[config.mk]
export PLATFORM = sky130hd
export DESIGN_NAME = system_mode_clock_config
export DESIGN_NICKNAME = d
export VERILOG_FILES = /design/src/pkg/system_mode_clock_pkg.sv /design/src/core/rate_divider.sv /design/src/core/system_mode_clock_config.sv
export SDC_FILE = /design/constraint.sdc
export NUM_CORES = 1
export LEC_CHECK = 0
export ABC_CLOCK_PERIOD_IN_PS = 3000
export BUFFER_PORTS_ARGS = -buffer_cell sky130_fd_sc_hd__buf_2
export CAP_MARGIN = 20
export CORE_ASPECT_RATIO = 1.2
export CORE_MARGIN = 5
export CORE_UTILIZATION = 50
export CTS_CLUSTER_DIAMETER = 100
export DETAILED_ROUTE_END_ITERATION = 7
export PLACE_DENSITY = 0.8
export SLEW_MARGIN = 30
export SYNTH_ARGS = -nofsm -noshare
export SYNTH_HDL_FRONTEND = slang
export SYNTH_SLANG_ARGS = --single-unit
[constraint.sdc]
create_clock -name core_clk -period 3 [get_ports core_clk]
set_input_delay 0.3 -clock core_clk [delete_from_list [all_inputs] [get_ports core_clk]]
set_output_delay 0.3 -clock core_clk [all_outputs]
set_load 0.1 [all_outputs]
[src/pkg/system_mode_clock_pkg.sv]
/*
  Constants for the system mode and clock configuration block: field positions,
  values after reset, port mode codes and cycle counts at a 100 MHz core clock.
  Assumes no other package; every user names items as system_mode_clock_pkg::name.
*/
`default_nettype none
package system_mode_clock_pkg;

  // Core clock
  localparam int CLK_PERIOD_NS = 10;

  // Start-up delays selected by the start-up fuse, least times so rounded up
  localparam int STARTUP0_NS  = 1000;
  localparam int STARTUP1_NS  = 2000;
  localparam int STARTUP2_NS  = 4000;
  localparam int STARTUP3_NS  = 8000;
  localparam int STARTUP0_CYC = (STARTUP0_NS + CLK_PERIOD_NS - 1) / CLK_PERIOD_NS;
  localparam int STARTUP1_CYC = (STARTUP1_NS + CLK_PERIOD_NS - 1) / CLK_PERIOD_NS;
  localparam int STARTUP2_CYC = (STARTUP2_NS + CLK_PERIOD_NS - 1) / CLK_PERIOD_NS;
  localparam int STARTUP3_CYC = (STARTUP3_NS + CLK_PERIOD_NS - 1) / CLK_PERIOD_NS;

  // Clock setup register fields
  localparam int CLK_DIV_LSB   = 1;
  localparam int TMR_SCALE_LSB = 4;

  // Auxiliary register fields
  localparam int AUX_STROBE_OFF_BIT = 0;
  localparam int AUX_XSPACE_BIT     = 1;
  localparam int AUX_WAIT_LSB       = 2;

  // Memory control register fields
  localparam int MEM_DFLASH_BIT   = 3;
  localparam int MEM_SELFPROG_BIT = 7;

  // Values after reset
  localparam logic [7:0] CLK_RESET_COMPAT = 8'h52;
  localparam logic [7:0] CLK_RESET_FAST   = 8'h00;
  localparam logic [7:0] AUX_RESET        = 8'h00;
  localparam logic [7:0] MEM_RESET        = 8'h00;
  localparam logic [7:0] PORT_MODE_REGISTER_RESET_QUASI = 8'h00;
  localparam logic [7:0] PORT_MODE_REGISTER_RESET_INPUT = 8'hAA;

  // Port modes, one pair per port
  localparam logic [1:0] PM_QUASI      = 2'h0;
  localparam logic [1:0] PM_PUSH_PULL  = 2'h1;
  localparam logic [1:0] PM_INPUT      = 2'h2;
  localparam logic [1:0] PM_OPEN_DRAIN = 2'h3;

  // Register write selects
  localparam logic [1:0] SEL_CLOCK = 2'h0;
  localparam logic [1:0] SEL_AUX   = 2'h1;
  localparam logic [1:0] SEL_MEM   = 2'h2;
  localparam logic [1:0] SEL_PORT  = 2'h3;

  // Execution timing in system clocks
  localparam int COMPAT_FETCH_TICKS = 3;
  localparam int COMPAT_STATE_TICKS = 6;

  // Least external reset pulse in system clocks
  localparam int RST_MIN_COMPAT = 12;
  localparam int RST_MIN_FAST   = 2;

endpackage
`default_nettype wire

[src/core/rate_divider.sv]
/*
  Programmable divider: counts step pulses and gives one tick per limit+1 steps.
  Assumes step and limit come from logic on core_clk; the tick is registered.
*/
`default_nettype none
module rate_divider #(
  parameter int WIDTH = 4
) (
  // Clock and reset
  input  wire logic             core_clk,
  input  wire logic             rst_b,
  input  wire logic             clkEn,
  // Control
  input  wire logic             clear,
  input  wire logic             stepIn,
  input  wire logic [WIDTH-1:0] limit,
  // Result
  output var  logic             tick
);

  logic [WIDTH-1:0] count;
  logic [WIDTH-1:0] next_count;
  logic             next_tick;

  always_comb begin
    next_count = count;
    next_tick  = 1'b0;
    if (clear) begin
      next_count = '0;
    end else if (stepIn) begin
      // Compare with >= so a smaller limit written mid-count wraps at once
      if (count >= limit) begin
        next_count = '0;
        next_tick  = 1'b1;
      end else begin
        next_count = count + 1'b1;
      end
    end
  end

  always_ff @(posedge core_clk or negedge rst_b) begin
    if (!rst_b) begin
      count <= '0;
      tick  <= 1'b0;
    end else if (clkEn) begin
      count <= next_count;
      tick  <= next_tick;
    end
  end
endmodule
`default_nettype wire

[src/core/system_mode_clock_config.sv]
/*
  System mode and clock configuration: fuse capture, reset sequencing with
  selectable pin polarity, clock and timer dividers, software configuration
  registers and the fetch and execution pacing of compatibility or fast mode.
  Assumes fuses, the reset pin, the polarity pin and the power-on and
  brown-out detector levels are asynchronous; all other inputs are on core_clk.
*/
`default_nettype none
module system_mode_clock_config (
  // Clock and reset
  input  wire logic       core_clk,
  input  wire logic       rst_b,
  input  wire logic       clkEn,
  // Reset sources, asynchronous
  input  wire logic       resetPin,
  input  wire logic       resetPolarityPin,
  input  wire logic       powerOnActive,
  input  wire logic       brownoutActive,
  // Fuses, asynchronous
  input  wire logic [1:0] fuseClockSource,
  input  wire logic [1:0] fuseStartup,
  input  wire logic       fuseCompatMode,
  input  wire logic       fuseIspEnable,
  input  wire logic       fuseSigProgEnable,
  input  wire logic       fuseTristate,
  input  wire logic       fuseSelfProgEnable,
  // Software register writes
  input  wire logic       sfrWrEn,
  input  wire logic [1:0] sfrWrSel,
  input  wire logic [7:0] sfrWrData,
  // CPU pacing
  input  wire logic       execStart,
  input  wire logic [1:0] execLen,
  input  wire logic       powerDownWake,
  // Configuration registers
  output var  logic [7:0] clockSetupRegister,
  output var  logic [7:0] auxiliaryRegister,
  output var  logic [7:0] memoryControlRegister,
  output var  logic [7:0] portModeRegister,
  // Captured fuse settings and gated permissions
  output var  logic       fastMode,
  output var  logic [1:0] clockSource,
  output var  logic       ispAllowed,
  output var  logic       sigProgAllowed,
  output var  logic       selfProgAllowed,
  // Reset and clock status
  output var  logic       deviceReset,
  output var  logic       clockReady,
  // Timing strobes
  output var  logic       sysTick,
  output var  logic       timerTick,
  output var  logic       fetchStrobe,
  output var  logic       execBusy,
  output var  logic       execDone
);

  localparam int ASYNC_W     = 13;
  localparam int STARTUP_MAX = system_mode_clock_pkg::STARTUP3_CYC + 2;

  typedef enum logic [1:0] {S_RESET, S_STARTUP, S_WAKE, S_RUN} seq_state_e;

  function automatic logic [9:0] startupCycles(input logic [1:0] sel);
    unique case (sel)
      2'h0: startupCycles = 10'(system_mode_clock_pkg::STARTUP0_CYC);
      2'h1: startupCycles = 10'(system_mode_clock_pkg::STARTUP1_CYC);
      2'h2: startupCycles = 10'(system_mode_clock_pkg::STARTUP2_CYC);
      2'h3: startupCycles = 10'(system_mode_clock_pkg::STARTUP3_CYC);
    endcase
  endfunction

  // Two-stage synchroniser for every asynchronous input
  logic [ASYNC_W-1:0] asyncIn;
  logic [ASYNC_W-1:0] syncMeta;
  logic [ASYNC_W-1:0] syncOut;

  assign asyncIn = {resetPin, resetPolarityPin, powerOnActive, brownoutActive,
                    fuseClockSource, fuseStartup, fuseCompatMode, fuseIspEnable,
                    fuseSigProgEnable, fuseTristate, fuseSelfProgEnable};

  always_ff @(posedge core_clk or negedge rst_b) begin
    if (!rst_b) begin
      syncMeta <= '0;
      syncOut  <= '0;
    end else if (clkEn) begin
      syncMeta <= asyncIn;
      syncOut  <= syncMeta;
    end
  end

  logic       sPin;
  logic       sPolarity;
  logic       sPowerOn;
  logic       sBrownout;
  logic [1:0] sClockSource;
  logic [1:0] sStartup;
  logic       sCompat;
  logic       sIsp;
  logic       sSigProg;
  logic       sTristate;
  logic       sSelfProg;

  assign {sPin, sPolarity, sPowerOn, sBrownout, sClockSource, sStartup, sCompat,
          sIsp, sSigProg, sTristate, sSelfProg} = syncOut;

  // Reset sequencing and fuse capture
  seq_state_e state;
  seq_state_e next_state;
  logic [9:0] startCnt;
  logic [9:0] next_startCnt;
  logic [3:0] extCnt;
  logic [3:0] next_extCnt;
  logic [1:0] settleCnt;
  logic [1:0] next_settleCnt;
  logic [1:0] startupSel;
  logic [1:0] next_startupSel;
  logic       polarityLatch;
  logic       next_polarityLatch;
  logic       next_fastMode;
  logic [1:0] next_clockSource;
  logic       next_ispAllowed;
  logic       next_sigProgAllowed;
  logic       fuseSelfProgLatch;
  logic       next_fuseSelfProgLatch;
  logic       tristateLatch;
  logic       next_tristateLatch;
  logic       next_deviceReset;
  logic       next_clockReady;
  logic       extAsserted;
  logic       extQualified;
  logic [3:0] extMin;
  logic       resetReq;

  // Pull resistors on the pin are analog; only the active level lives here
  assign extAsserted  = polarityLatch ? sPin : !sPin;
  // Pulses shorter than the least width are ignored
  assign extMin       = fastMode ? 4'(system_mode_clock_pkg::RST_MIN_FAST)
                                 : 4'(system_mode_clock_pkg::RST_MIN_COMPAT);
  assign extQualified = (extCnt >= extMin);
  assign resetReq     = sPowerOn || sBrownout || extQualified;

  always_comb begin
    next_state             = state;
    next_startCnt          = startCnt;
    next_extCnt            = extCnt;
    next_startupSel        = startupSel;
    next_polarityLatch     = polarityLatch;
    next_fastMode          = fastMode;
    next_clockSource       = clockSource;
    next_ispAllowed        = ispAllowed;
    next_sigProgAllowed    = sigProgAllowed;
    next_fuseSelfProgLatch = fuseSelfProgLatch;
    next_tristateLatch     = tristateLatch;
    next_settleCnt         = '0;
    if (!extAsserted) begin
      next_extCnt = '0;
    end else if (sysTick && !extQualified) begin
      next_extCnt = extCnt + 4'h1;
    end
    unique case (state)
      S_RESET: begin
        // Capture only while reset is held, so nothing shifts mid-run
        next_polarityLatch     = sPolarity;
        next_startupSel        = sStartup;
        next_fastMode          = !sCompat;
        next_clockSource       = sClockSource;
        next_ispAllowed        = sIsp;
        next_sigProgAllowed    = sSigProg;
        next_fuseSelfProgLatch = sSelfProg;
        next_tristateLatch     = sTristate;
        // Synchroniser depth: before that the fuse levels are still reset zeros
        next_settleCnt = (settleCnt == 2'h2) ? settleCnt : settleCnt + 2'h1;
        if (!resetReq && settleCnt == 2'h2) begin
          next_state    = S_STARTUP;
          next_startCnt = startupCycles(sStartup);
        end
      end
      S_STARTUP, S_WAKE: begin
        if (resetReq) begin
          next_state = S_RESET;
        end else if (startCnt <= 10'h001) begin
          next_state    = S_RUN;
          next_startCnt = '0;
        end else begin
          next_startCnt = startCnt - 10'h001;
        end
      end
      S_RUN: begin
        if (resetReq) begin
          next_state = S_RESET;
        end else if (powerDownWake) begin
          next_state    = S_WAKE;
          next_startCnt = startupCycles(startupSel);
        end
      end
    endcase
    next_deviceReset = (next_state == S_RESET) || (next_state == S_STARTUP);
    next_clockReady  = (next_state == S_RUN);
  end

  always_ff @(posedge core_clk or negedge rst_b) begin
    if (!rst_b) begin
      state             <= S_RESET;
      startCnt          <= '0;
      extCnt            <= '0;
      settleCnt         <= '0;
      startupSel        <= 2'h0;
      polarityLatch     <= 1'b0;
      fastMode          <= 1'b0;
      clockSource       <= 2'h0;
      ispAllowed        <= 1'b0;
      sigProgAllowed    <= 1'b0;
      fuseSelfProgLatch <= 1'b0;
      tristateLatch     <= 1'b0;
      deviceReset       <= 1'b1;
      clockReady        <= 1'b0;
    end else if (clkEn) begin
      state             <= next_state;
      startCnt          <= next_startCnt;
      extCnt            <= next_extCnt;
      settleCnt         <= next_settleCnt;
      startupSel        <= next_startupSel;
      polarityLatch     <= next_polarityLatch;
      fastMode          <= next_fastMode;
      clockSource       <= next_clockSource;
      ispAllowed        <= next_ispAllowed;
      sigProgAllowed    <= next_sigProgAllowed;
      fuseSelfProgLatch <= next_fuseSelfProgLatch;
      tristateLatch     <= next_tristateLatch;
      deviceReset       <= next_deviceReset;
      clockReady        <= next_clockReady;
    end
  end

  // Software configuration registers
  logic [7:0] next_clockSetup;
  logic [7:0] next_aux;
  logic [7:0] next_memCtl;
  logic [7:0] next_portMode;
  logic       next_selfProgAllowed;

  always_comb begin
    next_clockSetup = clockSetupRegister;
    next_aux        = auxiliaryRegister;
    next_memCtl     = memoryControlRegister;
    next_portMode   = portModeRegister;
    if (state == S_RESET) begin
      // Defaults follow the fuses being captured in the same cycle
      next_clockSetup = sCompat ? system_mode_clock_pkg::CLK_RESET_COMPAT
                                : system_mode_clock_pkg::CLK_RESET_FAST;
      next_aux        = system_mode_clock_pkg::AUX_RESET;
      next_memCtl     = system_mode_clock_pkg::MEM_RESET;
      next_portMode   = sTristate ? system_mode_clock_pkg::PORT_MODE_REGISTER_RESET_INPUT
                                  : system_mode_clock_pkg::PORT_MODE_REGISTER_RESET_QUASI;
    end else if (sfrWrEn && state == S_RUN) begin
      unique case (sfrWrSel)
        // Bit 0 of the clock register is not implemented
        system_mode_clock_pkg::SEL_CLOCK: next_clockSetup = {sfrWrData[7:1], 1'b0};
        system_mode_clock_pkg::SEL_AUX:   next_aux        = {4'h0,
                                                             sfrWrData[3:0]};
        system_mode_clock_pkg::SEL_MEM:   next_memCtl     = {sfrWrData[7], 3'h0,
                                                             sfrWrData[3], 3'h0};
        system_mode_clock_pkg::SEL_PORT:  next_portMode   = sfrWrData;
      endcase
    end
    next_selfProgAllowed = fuseSelfProgLatch &&
                           next_memCtl[system_mode_clock_pkg::MEM_SELFPROG_BIT];
  end

  always_ff @(posedge core_clk or negedge rst_b) begin
    if (!rst_b) begin
      clockSetupRegister    <= system_mode_clock_pkg::CLK_RESET_COMPAT;
      auxiliaryRegister     <= system_mode_clock_pkg::AUX_RESET;
      memoryControlRegister <= system_mode_clock_pkg::MEM_RESET;
      portModeRegister      <= system_mode_clock_pkg::PORT_MODE_REGISTER_RESET_QUASI;
      selfProgAllowed       <= 1'b0;
    end else if (clkEn) begin
      clockSetupRegister    <= next_clockSetup;
      auxiliaryRegister     <= next_aux;
      memoryControlRegister <= next_memCtl;
      portModeRegister      <= next_portMode;
      selfProgAllowed       <= next_selfProgAllowed;
    end
  end

  // Oscillator to system clock, then system clock to timer base
  logic [2:0] clkDivSel;
  logic [3:0] timerScaleSel;
  logic [6:0] sysLimit;

  assign clkDivSel     = clockSetupRegister[system_mode_clock_pkg::CLK_DIV_LSB +: 3];
  assign timerScaleSel = clockSetupRegister[system_mode_clock_pkg::TMR_SCALE_LSB +: 4];
  // Power-of-two ratio, 1 up to 128
  assign sysLimit      = 7'((8'h01 << clkDivSel) - 8'h01);

  rate_divider #(
    .WIDTH (7)
  ) u_sys_div (
    .core_clk (core_clk),
    .rst_b    (rst_b),
    .clkEn    (clkEn),
    .clear    (state == S_RESET),
    .stepIn   (1'b1),
    .limit    (sysLimit),
    .tick     (sysTick)
  );

  // Linear ratio, field value plus one
  rate_divider #(
    .WIDTH (4)
  ) u_timer_div (
    .core_clk (core_clk),
    .rst_b    (rst_b),
    .clkEn    (clkEn),
    .clear    (state == S_RESET),
    .stepIn   (sysTick),
    .limit    (timerScaleSel),
    .tick     (timerTick)
  );

  // Fetch pacing and execution length
  logic [1:0] fetchPhase;
  logic [1:0] next_fetchPhase;
  logic [4:0] execCnt;
  logic [4:0] next_execCnt;
  logic       next_fetchStrobe;
  logic       next_execBusy;
  logic       next_execDone;
  logic       execTake;
  logic       running;

  assign running  = (state == S_RUN);
  assign execTake = execStart && running && (execCnt == '0);

  always_comb begin
    next_fetchPhase  = fetchPhase;
    next_fetchStrobe = 1'b0;
    next_execCnt     = execCnt;
    next_execDone    = 1'b0;
    if (!running) begin
      next_fetchPhase = '0;
      next_execCnt    = '0;
    end else begin
      if (sysTick) begin
        if (fastMode) begin
          next_fetchStrobe = 1'b1;
        end else if (fetchPhase == 2'(system_mode_clock_pkg::COMPAT_FETCH_TICKS - 1)) begin
          next_fetchPhase  = '0;
          next_fetchStrobe = 1'b1;
        end else begin
          next_fetchPhase = fetchPhase + 2'h1;
        end
      end
      if (execTake) begin
        // Compatibility stretches each cycle to a six-state machine cycle
        next_execCnt = fastMode ? 5'({3'h0, execLen} + 5'h01)
                                : 5'(({3'h0, execLen} + 5'h01) *
                                     5'(system_mode_clock_pkg::COMPAT_STATE_TICKS));
      end else if (sysTick && execCnt != '0) begin
        next_execCnt  = execCnt - 5'h01;
        next_execDone = (execCnt == 5'h01);
      end
    end
    next_execBusy = (next_execCnt != '0);
  end

  always_ff @(posedge core_clk or negedge rst_b) begin
    if (!rst_b) begin
      fetchPhase  <= '0;
      fetchStrobe <= 1'b0;
      execCnt     <= '0;
      execBusy    <= 1'b0;
      execDone    <= 1'b0;
    end else if (clkEn) begin
      fetchPhase  <= next_fetchPhase;
      fetchStrobe <= next_fetchStrobe;
      execCnt     <= next_execCnt;
      execBusy    <= next_execBusy;
      execDone    <= next_execDone;
    end
  end
endmodule
`default_nettype wire

==> Yosys cells after proc, flatten, opt, wreduce, memory -nomap -nowiden <==
Index checks and enable logic that the tools add are counted.
{ "op_classes": {"n_addsub": 9, "mul": 1, "div": 0, "magnitude_cmp": 4, "n_eq_ne": 25, "shift": 1, "muxes": 59, "bitwise": 0, "n_reduce_logical": 39} }
{ "ops": {"columns": ["cell", "n"], "rows": [
  ["8-bit 2-to-1 mux", 13],
  ["10-bit case mux with 4 select lines", 2],
  ["10-bit 2-to-1 mux", 5],
  ["10-bit case mux with 3 select lines", 1],
  ["4-bit 2-to-1 mux", 6],
  ["2-bit equality test (second input constant)", 11],
  ["2-bit 2-to-1 mux", 11],
  ["7-bit 2-to-1 mux", 3],
  ["5-bit 2-to-1 mux", 4],
  ["3-bit AND reduction", 5],
  ["1-bit 2-to-1 mux", 13],
  ["2-bit != test (second input constant)", 6],
  ["2-bit nonzero test", 6],
  ["2-bit by 1-bit equality test with 1-bit output (second input constant)", 5],
  ["10-bit by 1-bit less-or-equal comparator with 1-bit output (second input constant)", 1],
  ["2-bit zero test", 5],
  ["5-bit nonzero test", 2],
  ["10-bit by 1-bit subtractor with 10-bit output (second input constant)", 1],
  ["4-bit by 1-bit adder with 4-bit output (second input constant)", 2],
  ["4-bit greater-or-equal comparator", 2],
  ["2-bit AND reduction", 4],
  ["7-bit by 1-bit adder with 7-bit output (second input constant)", 1],
  ["7-bit greater-or-equal comparator", 1],
  ["1-bit logical AND", 7],
  ["14 further kinds", 21]
]} }
{ "word_totals": {"regBits": 111, "latchBits": 0, "ram_bits": 0, "romBits": 0, "in_bits": 31, "output_inout_bits": 45, "memories": 0} }

==> Depth between registers and ports, before layout <==
Gate-level depths: netlist (run 1).
{ "logic_depth": {"word_depth": 9, "mapped_depth": 13} }

==> Modules after synthesis <==
From an unflattened synthesis (run 1), not the netlist that was laid out.
{ "hier_totals": {"hier_cells": 573, "area_unflattened_um2": 5612.9} }
{ "by_module_without_submodules": {"columns": ["mod", "instances", "cells_each", "area_each_um2"], "rows": [
  ["system_mode_clock_config", 1, 464, 4670.7],
  ["rate_divider (u_sys_div)", 1, 71, 598.1],
  ["rate_divider (u_timer_div)", 1, 38, 344.1]
]} }

==> Least setup slack after synthesis (run 1) <==
Ideal clock, no wire load.
{ "synth_path": {"kind": "reg2reg", "start": "register clockSetupRegister[3]", "end": "register u_sys_div.count[4]", "setup_time_ps": 64, "arrival_time_ps": 3327, "t_required_ps": 2936, "path_slack_ps": -391, "path_stages_with_launch": 13, "path_buffers": 1, "cell_sequence": "dfrtp_1 > clkbuf_1 > or3_1 > ha_1 > nor3_1 > a21oi_1 > o21a_1 > ha_1 > and3_1 > a221oi_1 > o211ai_1 > nor3b_1 > a21o_1"} }
{ "synth_via": {"elab_chain_cells": 5} }
{ "synth_rtl": {"columns": ["item", "line_no", "text"], "rows": [
  ["from (decl)", "system_mode_clock_config.sv:36", "output var logic [7:0] clockSetupRegister,"],
  ["from (signal assigned)", "system_mode_clock_config.sv:271", "clockSetupRegister <= system_mode_clock_pkg::CLK_RESET_COMPAT;"],
  ["from (signal assigned)", "system_mode_clock_config.sv:277", "clockSetupRegister <= next_clockSetup;"],
  ["1-bit by 3-bit left shift with 7-bit output", "system_mode_clock_config.sv:293", "assign sysLimit = 7'((8'h01 << clkDivSel) - 8'h01);"],
  ["7-bit by 1-bit subtractor with 7-bit output", "system_mode_clock_config.sv:293", null],
  ["7-bit greater-or-equal comparator", "rate_divider.sv:32", "if (count >= limit) begin"],
  ["7-bit 2-to-1 mux", "rate_divider.sv:32", null],
  ["7-bit 2-to-1 mux", "rate_divider.sv:28", "if (clear) begin"],
  ["to (signal assigned)", "rate_divider.sv:46", "count <= next_count;"],
  ["to (decl)", "rate_divider.sv:21", "logic [WIDTH-1:0] count;"]
]} }
No other way between the ends.
A chain may end at the register's enable or synchronous reset.

==> Worst setup path in the final report (run 1) <==
{ "layout_path": {"start": "register clockSetupRegister[2]", "end": "register u_sys_div.count[4]"} }
Same word-level chain as after synthesis.

==> out/qor.txt, run 1 <==
CP max stage delay -> 0.52 ns
Filler instances -> 919
Slew @ Worst Pin -> 0.732 ns
Share of cells above drive strength 1 -> 24.1%
Critical Path RT -> 3.29 ns
Post-route clock period utilization -> 98.3%
Seq cells post-synth -> 100
Hold WC Path Type -> in -> reg
Placed cells -> 740
CTS sink count -> 100
Clk slew on worst S/H paths -> 0.07 ns
Post-synth top cells -> dfrtp_1, nand2_1, inv_1
Fin Clk Skew -> 0.00665 ns
Setup TNS Final -> 0 ns
H-tree depth -> 3
Die Y -> 125 µm
Post-synthesis async set-or-reset flop share -> 100%
Static Leak -> 0.00297 µW
Crit path kind -> reg -> reg
Crit Path Max Fanout -> 10
PwrDens -> 887 nW/µm²
Die W -> 106 µm
CP cell instances -> or3_4 -> ha_4 -> nor3_2 -> a21oi_1 -> o21a_1 -> ha_1 -> and3_4 -> a221oi_2 -> o211ai_1 -> buf_4 -> nor3b_1 -> a21o_1
Status -> finished clean
Part of the Yosys area used for sequential elements -> 45.4%
Worst path buffer plus inverter count -> 1
DRT Pass-1 Iters -> 5
I/O pins -> 76
CTS buffer count -> 9
Area contributors post-synth -> dfrtp_1, ha_1, mux2_2
Vias in the first global route -> 4,470
DRT iter0 DRCs -> 233
CP top delay family -> simple AND/OR/NAND/NOR gates
Port Buffers -> 64
Worst skew pair latency -> 0.35 ns
Placer Congestion -> 0.845
Final ANT Viol Nets -> 0
Most frequent cell after synthesis -> dfrtp_1
Initial Util -> 50.5%
GRT Util Overall -> 19.6%
Avg Inst Size Synth -> 9.94 µm²
Synth top area share -> 43.5%
Via Count -> 4,375
Nets@finish -> 690
Remaining DRCs -> 0
Largest net degree at the start of global routing -> 34
CP Capture Type -> register
Post-synthesis instance total -> 556
Root buf cell -> clkbuf_16
Area leader, netlist -> dfrtp_1
Post-synth EDFFs -> 0
Synth warnings -> 0
Synth cell types -> 63
Core footprint -> 10,900 µm²
Area growth syn-to-layout -> 14.8%
Hold Vio Cnt, Final -> 0
Row cnt -> 42
Resize count post-CTS -> 0
Number of diodes -> 0
Drt wl/cell -> 16.4 µm
CP Launch Type -> register
Arrival time at the worst endpoint -> 3.24 ns
Global-route wire length before repair -> 21,500 µm
CTS tree -> built
MaxCap Viol Count -> 0
Die Area -> 13,300 µm²
Fin. max-slew vios -> 0
Initial antenna violation count -> 0
Deepest clock path buffer count -> 2
RSZ-0062 raised after global routing -> true
Finished Layout Cells -> 759
Relative slew slack -> 50.8%
# setup viols final -> 0
DR vias/cell -> 5.76
DRT Wirelength -> 12,500 µm
Final min period -> 2.95 ns
F_max -> 339 MHz
DP Wirelength -> 9290 µm
VDD IR max -> 0.521 mV
Post-Synthesis Cell Area -> 5530 µm²
Slowest CP cell -> dfrtp_4
Ys flop type -> dfrtp_1
Remaining Overflow, GRT -> 0
layout make-up:
cell class	instances	area, µm²	share of cell area, %
Multi-Input combinational cell	389	2750	43.4
Sequential cell	100	2520	39.7
Timing Repair Buffer	78	430	6.79
Clock buffer	9	225	3.55
Inverter	44	165	2.60
Tap cell	132	165	2.60
Clock inverter	7	83.8	1.32
flip-flops by register name (all words and copies together) (netlist names), 2 cells and up:
register and cells:
auxiliaryRegister 4, clockSetupRegister 7, clockSource 2, execCnt 5, extCnt 4, fetchPhase 2, memoryControlRegister 2, portModeRegister 8
settleCnt 2, startCnt 10, startupSel 2, state 2, syncMeta 13, syncOut 13, u_sys_div.count 7, u_timer_div.count 4
per-layer routing:
layer | part of all wire, % | GRT usage (%) | routed length (µm)
met1 | 42 | 24.6 | 5300
met2 | 51 | 33.4 | 6330
met3 | 5.2 | 4.64 | 643
met4 | 1.6 | 6.71 | 200
met5 | 0 | 0 | 0
where the power goes:
part / switching [µW] / total [µW] / leakage (µW) / internal (µW)
Clock: 547 / 1210 / 0.000149 / 662
Combinational: 1780 / 2510 / 0.00155 / 739
Sequential: 263 / 1900 / 0.00127 / 1640
Total: 2590 / 5620 / 0.00297 / 3040
path summary, 6_finish.rpt:
kind                                              startpoint                             end  slack, ns  cells past startpoint
setup / recovery           clockSetupRegister[2]$_DFFE_PN0P_  u_sys_div.count[4]$_DFFE_PN0P_       0.05                     12
hold / removal                                fuseStartup[0]         syncMeta[5]$_DFFE_PN0P_       0.18                      2
setup reg to reg           clockSetupRegister[2]$_DFFE_PN0P_  u_sys_div.count[4]$_DFFE_PN0P_       0.05                     12
hold reg to reg                         execDone$_DFFE_PN0P_            execDone$_DFFE_PN0P_       0.48                      1
max in group asynchronous                              rst_b         deviceReset$_DFFE_PN1P_       1.82                      3
min in group asynchronous                              rst_b         startCnt[2]$_DFFE_PN0P_       0.44                      2
kinds of logic (layout without fill, tap and decap cells):
group | count (synthesis) | count (layout) | share of synthesized area (%)
buffers and inverters | 77 | 138 | 6.11
AND/OR/NAND/NOR | 148 | 148 | 13.6
flip-flops | 100 | 100 | 45.4
adder cells (fa/ha/maj) | 37 | 37 | 8.38
other | 1 | 11 | 0.0679
multiplexers | 44 | 44 | 8.70
XOR/XNOR | 10 | 10 | 1.72
AO/OA/AOI/OAI | 139 | 139 | 16.1
repair_timing:
item                       CTS  global route
setup buffers                1             1
pin swaps                    1             0
hold endpoints to repair    28             0
setup endpoints to repair    3             3
hold buffers                 1             0
cell usage in the layout, fill, tap and decap left out, drive strengths merged, types with 17 or more instances in the layout:
| master | n |
|---|---|
| nand3 | 22 |
| mux2 | 32 |
| inv | 47 |
| dfrtp | 96 |
| nand2 | 50 |
| buf | 77 |
| ha | 37 |
| o21ai | 61 |
| nor2 | 27 |
| a21oi | 17 |
per-stage QoR:
step,hold slack [ns],power [µW],utilization [%],setup slack [ns],area (µm²)
5_1_grt,0.176,5960,58.0,-0.0586,6340
2_1_floorplan,0.00441,3870,-,-0.0617,5630
3_5_place_dp,0.274,4390,55.0,-0.0409,6010
3_3_place_gp,0.268,4290,55.0,0.0943,6010
6_report,0.181,5620,58.0,0.0515,6340
4_1_cts,0.171,5630,58.0,0.0877,6330
Power figures use the tool's default switching activity.
==> run 2, diff against run 1 <==
--- a/config.mk
+++ b/config.mk
@@ -11,6 +11,7 @@
 export CORE_ASPECT_RATIO = 1.2
 export CORE_MARGIN = 5
 export CORE_UTILIZATION = 50
+export CTS_BUF_LIST = sky130_fd_sc_hd__clkbuf_8
 export CTS_CLUSTER_DIAMETER = 100
 export DETAILED_ROUTE_END_ITERATION = 7
 export PLACE_DENSITY = 0.8
==> out/qor.txt, run 2 (same netlist as run 1, synthesis figures left out) <==
Status -> finished clean
Drt wl/cell -> 16.1 µm
Largest net degree at the start of global routing -> 34
CP Capture Type -> register
Highest routed layer -> met4
Die Area -> 13,300 µm²
Final ANT Viol Nets -> 0
CP max stage delay -> 0.53 ns
Slew @ Worst Pin -> 0.728 ns
Multi-input gate area -> 2750 µm²
Static Leak -> 0.00292 µW
Reg power frac -> 35.8%
Internal -> 2770 µW
Share of cells above drive strength 1 -> 24.0%
Most frequent cells in the layout -> dfrtp_1, buf_2, nand2_1, inv_1, o21ai_0
Port Buffers -> 64
DRT Pass-1 Iters -> 5
Global-route wire length before repair -> 21,100 µm
Worst skew pair latency -> 0.37 ns
CTS sink count -> 100
Row cnt -> 42
Fin. max-slew vios -> 0
Clk slew on worst S/H paths -> 0.11 ns
F_max -> 341 MHz
Initial Util -> 50.5%
Root buf cell -> clkbuf_8
Crit path kind -> reg -> reg
# setup viols final -> 0
Die W -> 106 µm
CTS buffer count -> 9
CP cell instances -> or3_4 -> ha_4 -> nor3_2 -> a21oi_1 -> o21a_1 -> ha_1 -> and3_4 -> a221oi_2 -> o211ai_1 -> buf_4 -> nor3b_1 -> a21o_1
RSZ-0062 raised after global routing -> true
H-tree depth -> 3
Remaining Overflow, GRT -> 0
Relative slew slack -> 51.1%
Nets@finish -> 689
Via Count -> 4,307
Met3 WL -> 591 µm
Filler instances -> 931
Core Util, Final -> 57.0%
Final min period -> 2.94 ns
Critical Path RT -> 3.32 ns
Metal-1 WL -> 5290 µm
Sw frac -> 47.7%
PwrDens -> 849 nW/µm²
Initial antenna violation count -> 0
CTS tree -> built
Commonest non-fill, non-tap cell in the layout -> dfrtp_1
DRT iter0 DRCs -> 230
Clk pwr share -> 17.2%
WHS -> 0.149 ns
DR vias/cell -> 5.68
Number of diodes -> 0
Combinational power share -> 47.1%
Deepest clock path buffer count -> 2
CP Launch Type -> register
Hold WC Path Type -> in -> reg
FF+latch area -> 2520 µm²
Core footprint -> 10,900 µm²
Arrival time at the worst endpoint -> 3.25 ns
Vias in the first global route -> 4,401
Leading registers by flop count -> syncMeta: 13 flops, syncOut: 13 flops, startCnt: 10 flops
Sw Pwr -> 2530 µW
Met2 wire len -> 6150 µm
Slowest CP cell -> dfrtp_4
Fin Clk Skew -> 0.0113 ns
Remaining DRCs -> 0
DP Wirelength -> 9290 µm
Post-route clock period utilization -> 97.9%
DRT Wirelength -> 12,200 µm
MaxCap Viol Count -> 0
GRT Util Overall -> 19.3%
Area growth syn-to-layout -> 12.8%
Crit Path Max Fanout -> 10
Hold Vio Cnt, Final -> 0
Placer Congestion -> 0.845
Die Y -> 125 µm
I/O pins -> 76
VDD IR max -> 0.449 mV
-- run 2: cell count changes in the layout (fill, tap and decap cells not counted) --
| cell | before | now |
|---|---|---|
| clkbuf_16 | 9 | 0 |
| buf_4 | 14 | 13 |
| clkbuf_8 | 0 | 9 |
-- run 2: through the flow --
stage	instances	instance area (µm²)	power, µW	setup slack [ns]	setup TNS [ns]
after floorplan	566	5630	3870	-0.0617	-0.119
after global routing	758	6230	5640	-0.0665	-0.159
after global placement	740	6010	4290	0.0943	0
final	758	6230	5290	0.0641	0
after CTS	758	6230	5320	0.0862	0
after detailed placement	740	6010	4390	-0.0409	-0.0617
-- run 2: worst paths after layout --
check | start | end | slack [ns] | depth (start not counted)
setup / recovery | clockSetupRegister[2]$_DFFE_PN0P_ | u_sys_div.count[4]$_DFFE_PN0P_ | 0.06 | 12
hold / removal | fuseClockSource[0] | syncMeta[7]$_DFFE_PN0P_ | 0.15 | 2
setup reg to reg | clockSetupRegister[2]$_DFFE_PN0P_ | u_sys_div.count[4]$_DFFE_PN0P_ | 0.06 | 12
hold reg to reg | execDone$_DFFE_PN0P_ | execDone$_DFFE_PN0P_ | 0.49 | 1
max in group asynchronous | rst_b | deviceReset$_DFFE_PN1P_ | 1.86 | 3
min in group asynchronous | rst_b | startCnt[2]$_DFFE_PN0P_ | 0.40 | 2
-- run 2: area by class of cell --
class	count	share of cell area (%)
inverter	44	2.65
tap	132	2.65
timing repair buffer	77	6.78
sequential	100	40.4
clock inverter	7	1.34
clock buffer	9	1.99
multi-input combinational	389	44.2
-- run 2: routing by layer --
metal  track usage (%)  vias up
met2              32.5      106
met1              24.3     2111
li1                  -     2076
met3              4.74       14
met4              6.40        0
met5                 0        -
-- run 2: what timing repair did --
action,in CTS,in global routing
pin swaps,1,0
endpoints found under the hold margin,28,0
hold buffers,1,0
gates resized for setup,0,0
endpoints found under the setup margin,3,3
buffers inserted,1,0
-- run 2: power groups by stage --
stage	logic [µW]	registers (µW)	clock network (µW)
2_1_floorplan	1340	2530	0
3_3_place_gp	2390	1900	0
3_5_place_dp	2480	1920	0
4_1_cts	2500	1890	931
5_1_grt	2710	1940	983
6_report	2490	1890	908
-- run 2: critical path, delay by kind of cell (launching register included) --
family	cells	cell delay (ns)
AO/OA/AOI/OAI	5	0.72
adder cells (fa/ha/maj)	2	0.47
buffers and inverters	1	0.21
flip-flops	1	0.53
AND/OR/NAND/NOR	4	0.95
==> run 3, diff against run 2 <==
--- a/config.mk
+++ b/config.mk
@@ -15,6 +15,7 @@
 export CTS_CLUSTER_DIAMETER = 100
 export DETAILED_ROUTE_END_ITERATION = 7
 export PLACE_DENSITY = 0.8
+export REMOVE_ABC_BUFFERS = 1
 export SLEW_MARGIN = 30
 export SYNTH_ARGS = -nofsm -noshare
 export SYNTH_HDL_FRONTEND = slang
==> out/qor.txt, run 3 (same netlist as run 1, synthesis figures left out) <==
Static Leak -> 0.00294 µW
DR vias/cell -> 5.75
Drt wl/cell -> 15.8 µm
Nets@finish -> 689
DRT Pass-1 Iters -> 5
DP Wirelength -> 8800 µm
Port Buffers -> 64
Hold Vio Cnt, Final -> 0
Remaining DRCs -> 0
Arrival time at the worst endpoint -> 3.13 ns
GRT Util Overall -> 18.5%
Row cnt -> 42
Clk slew on worst S/H paths -> 0.09 ns
CP Launch Type -> register
Die Y -> 125 µm
Slew @ Worst Pin -> 0.759 ns
Number of diodes -> 0
Multi-input gate area -> 2750 µm²
Status -> finished clean
Die Area -> 13,300 µm²
Vias in the first global route -> 4,311
Crit Path Max Fanout -> 8
Post-route cell area -> 6220 µm²
H-tree depth -> 3
Via Count -> 4,358
WHS -> 0.156 ns
CTS sink count -> 100
Hold-critical path depth -> 2
Placed cell area -> 5970 µm²
I/O pins -> 76
FF+latch area -> 2510 µm²
Remaining Overflow, GRT -> 0
PwrDens -> 839 nW/µm²
Leading registers by flop count -> syncMeta: 13 flops, syncOut: 13 flops, startCnt: 10 flops
CP Capture Type -> register
CTS buffer count -> 9
Most frequent cells in the layout -> dfrtp_1, buf_2, nand2_1, inv_1, o21ai_0
Hold WC Path Type -> in -> reg
Largest net degree at the start of global routing -> 42
Fin. max-slew vios -> 0
Area growth syn-to-layout -> 12.5%
Final ANT Viol Nets -> 0
Post-route clock period utilization -> 95.6%
VDD IR max -> 0.537 mV
MaxCap Viol Count -> 0
Worst skew pair latency -> 0.37 ns
Initial Util -> 50.5%
F_max -> 349 MHz
Global-route wire length before repair -> 20,200 µm
Core Util, Final -> 56.9%
Core footprint -> 10,900 µm²
CTS tree -> built
DRT iter0 DRCs -> 199
Filler instances -> 929
Critical Path RT -> 3.27 ns
Placer Congestion -> 0.894
# setup viols final -> 0
DRT Wirelength -> 12,000 µm
Relative slew slack -> 49.4%
Crit path kind -> reg -> reg
Share of cells above drive strength 1 -> 23.2%
FF-to-FF path depth -> 11
Initial antenna violation count -> 0
Root buf cell -> clkbuf_8
Die W -> 106 µm
Commonest non-fill, non-tap cell in the layout -> dfrtp_1
Fin Clk Skew -> 0.00832 ns
Deepest clock path buffer count -> 2
Final min period -> 2.87 ns
==> run 3: cell count changes in the layout (fill, tap and decap cells not counted), moves of 2 or more <==
cell and change:
dfrtp_4 -2, inv_6 -2, clkinv_2 +2, dfrtp_1 +2
inv_1 +2
==> run 3: repair_timing <==
item | CTS | global route
buffers inserted | 1 | 1
hold endpoints to repair | 35 | 0
hold buffers | 1 | 0
resized for setup | 0 | 8
endpoints found under the setup margin | 1 | 6
pin swaps | 0 | 1
==> run 3: report_power, final <==
part | internal [µW] | switching [µW]
combinational | 723 | 1760
sequential | 1630 | 251
clock | 401 | 446
total | 2760 | 2460
==> run 3: through the flow <==
stage | total power (µW) | setup slack (ns) | TNS (ns) | instances
floorplan | 3760 | -0.299 | -1.55 | 533
global placement | 4220 | 0.129 | 0 | 739
detailed placement | 4320 | 0.0107 | 0 | 739
CTS | 5190 | 0.0363 | 0 | 757
global route | 5550 | -0.0152 | -0.0467 | 758
finish | 5220 | 0.133 | 0 | 758
==> run 3: worst max-delay path, cell delays in order, from the launching register on <==
cell and delay [ns]:
dfrtp_1 0.40, or3_4 0.41, ha_4 0.20, nor3_2 0.18
a21oi_1 0.07, o21a_1 0.17, ha_1 0.26, and3_1 0.17
nand2_1 0.07, o211ai_1 0.49, o21ai_0 0.15, a21o_1 0.19
==> run 3: path summary, 6_finish.rpt <==
path | startpoint | to | slack [ns]
min in group asynchronous | rst_b | portModeRegister[0]$_DFFE_PN0P_ | 0.44
hold / removal | resetPolarityPin | syncMeta[11]$_DFFE_PN0P_ | 0.16
hold reg to reg | portModeRegister[6]$_DFFE_PN0P_ | portModeRegister[6]$_DFFE_PN0P_ | 0.50
setup / recovery | clockSetupRegister[3]$_DFFE_PN0P_ | u_sys_div.count[4]$_DFFE_PN0P_ | 0.13
setup reg to reg | clockSetupRegister[3]$_DFFE_PN0P_ | u_sys_div.count[4]$_DFFE_PN0P_ | 0.13
max in group asynchronous | rst_b | deviceReset$_DFFE_PN1P_ | 1.82
==> run 3: layout make-up <==
type	count	area share, %
Multi-Input combinational cell	389	44.2
Clock buffer	10	2.21
Timing Repair Buffer	77	7.00
Clock inverter	6	0.905
Tap cell	132	2.66
Sequential cell	100	40.3
Inverter	44	2.66
==> run 3: routing by layer <==
metal | vias to the layer above | track usage (%) | wire [µm]
met2 | 135 | 31.3 | 5820
met3 | 23 | 2.73 | 562
met4 | 0 | 8.92 | 337
met5 | - | 0 | 0
li1 | 2082 | - | -
met1 | 2118 | 23.2 | 5290
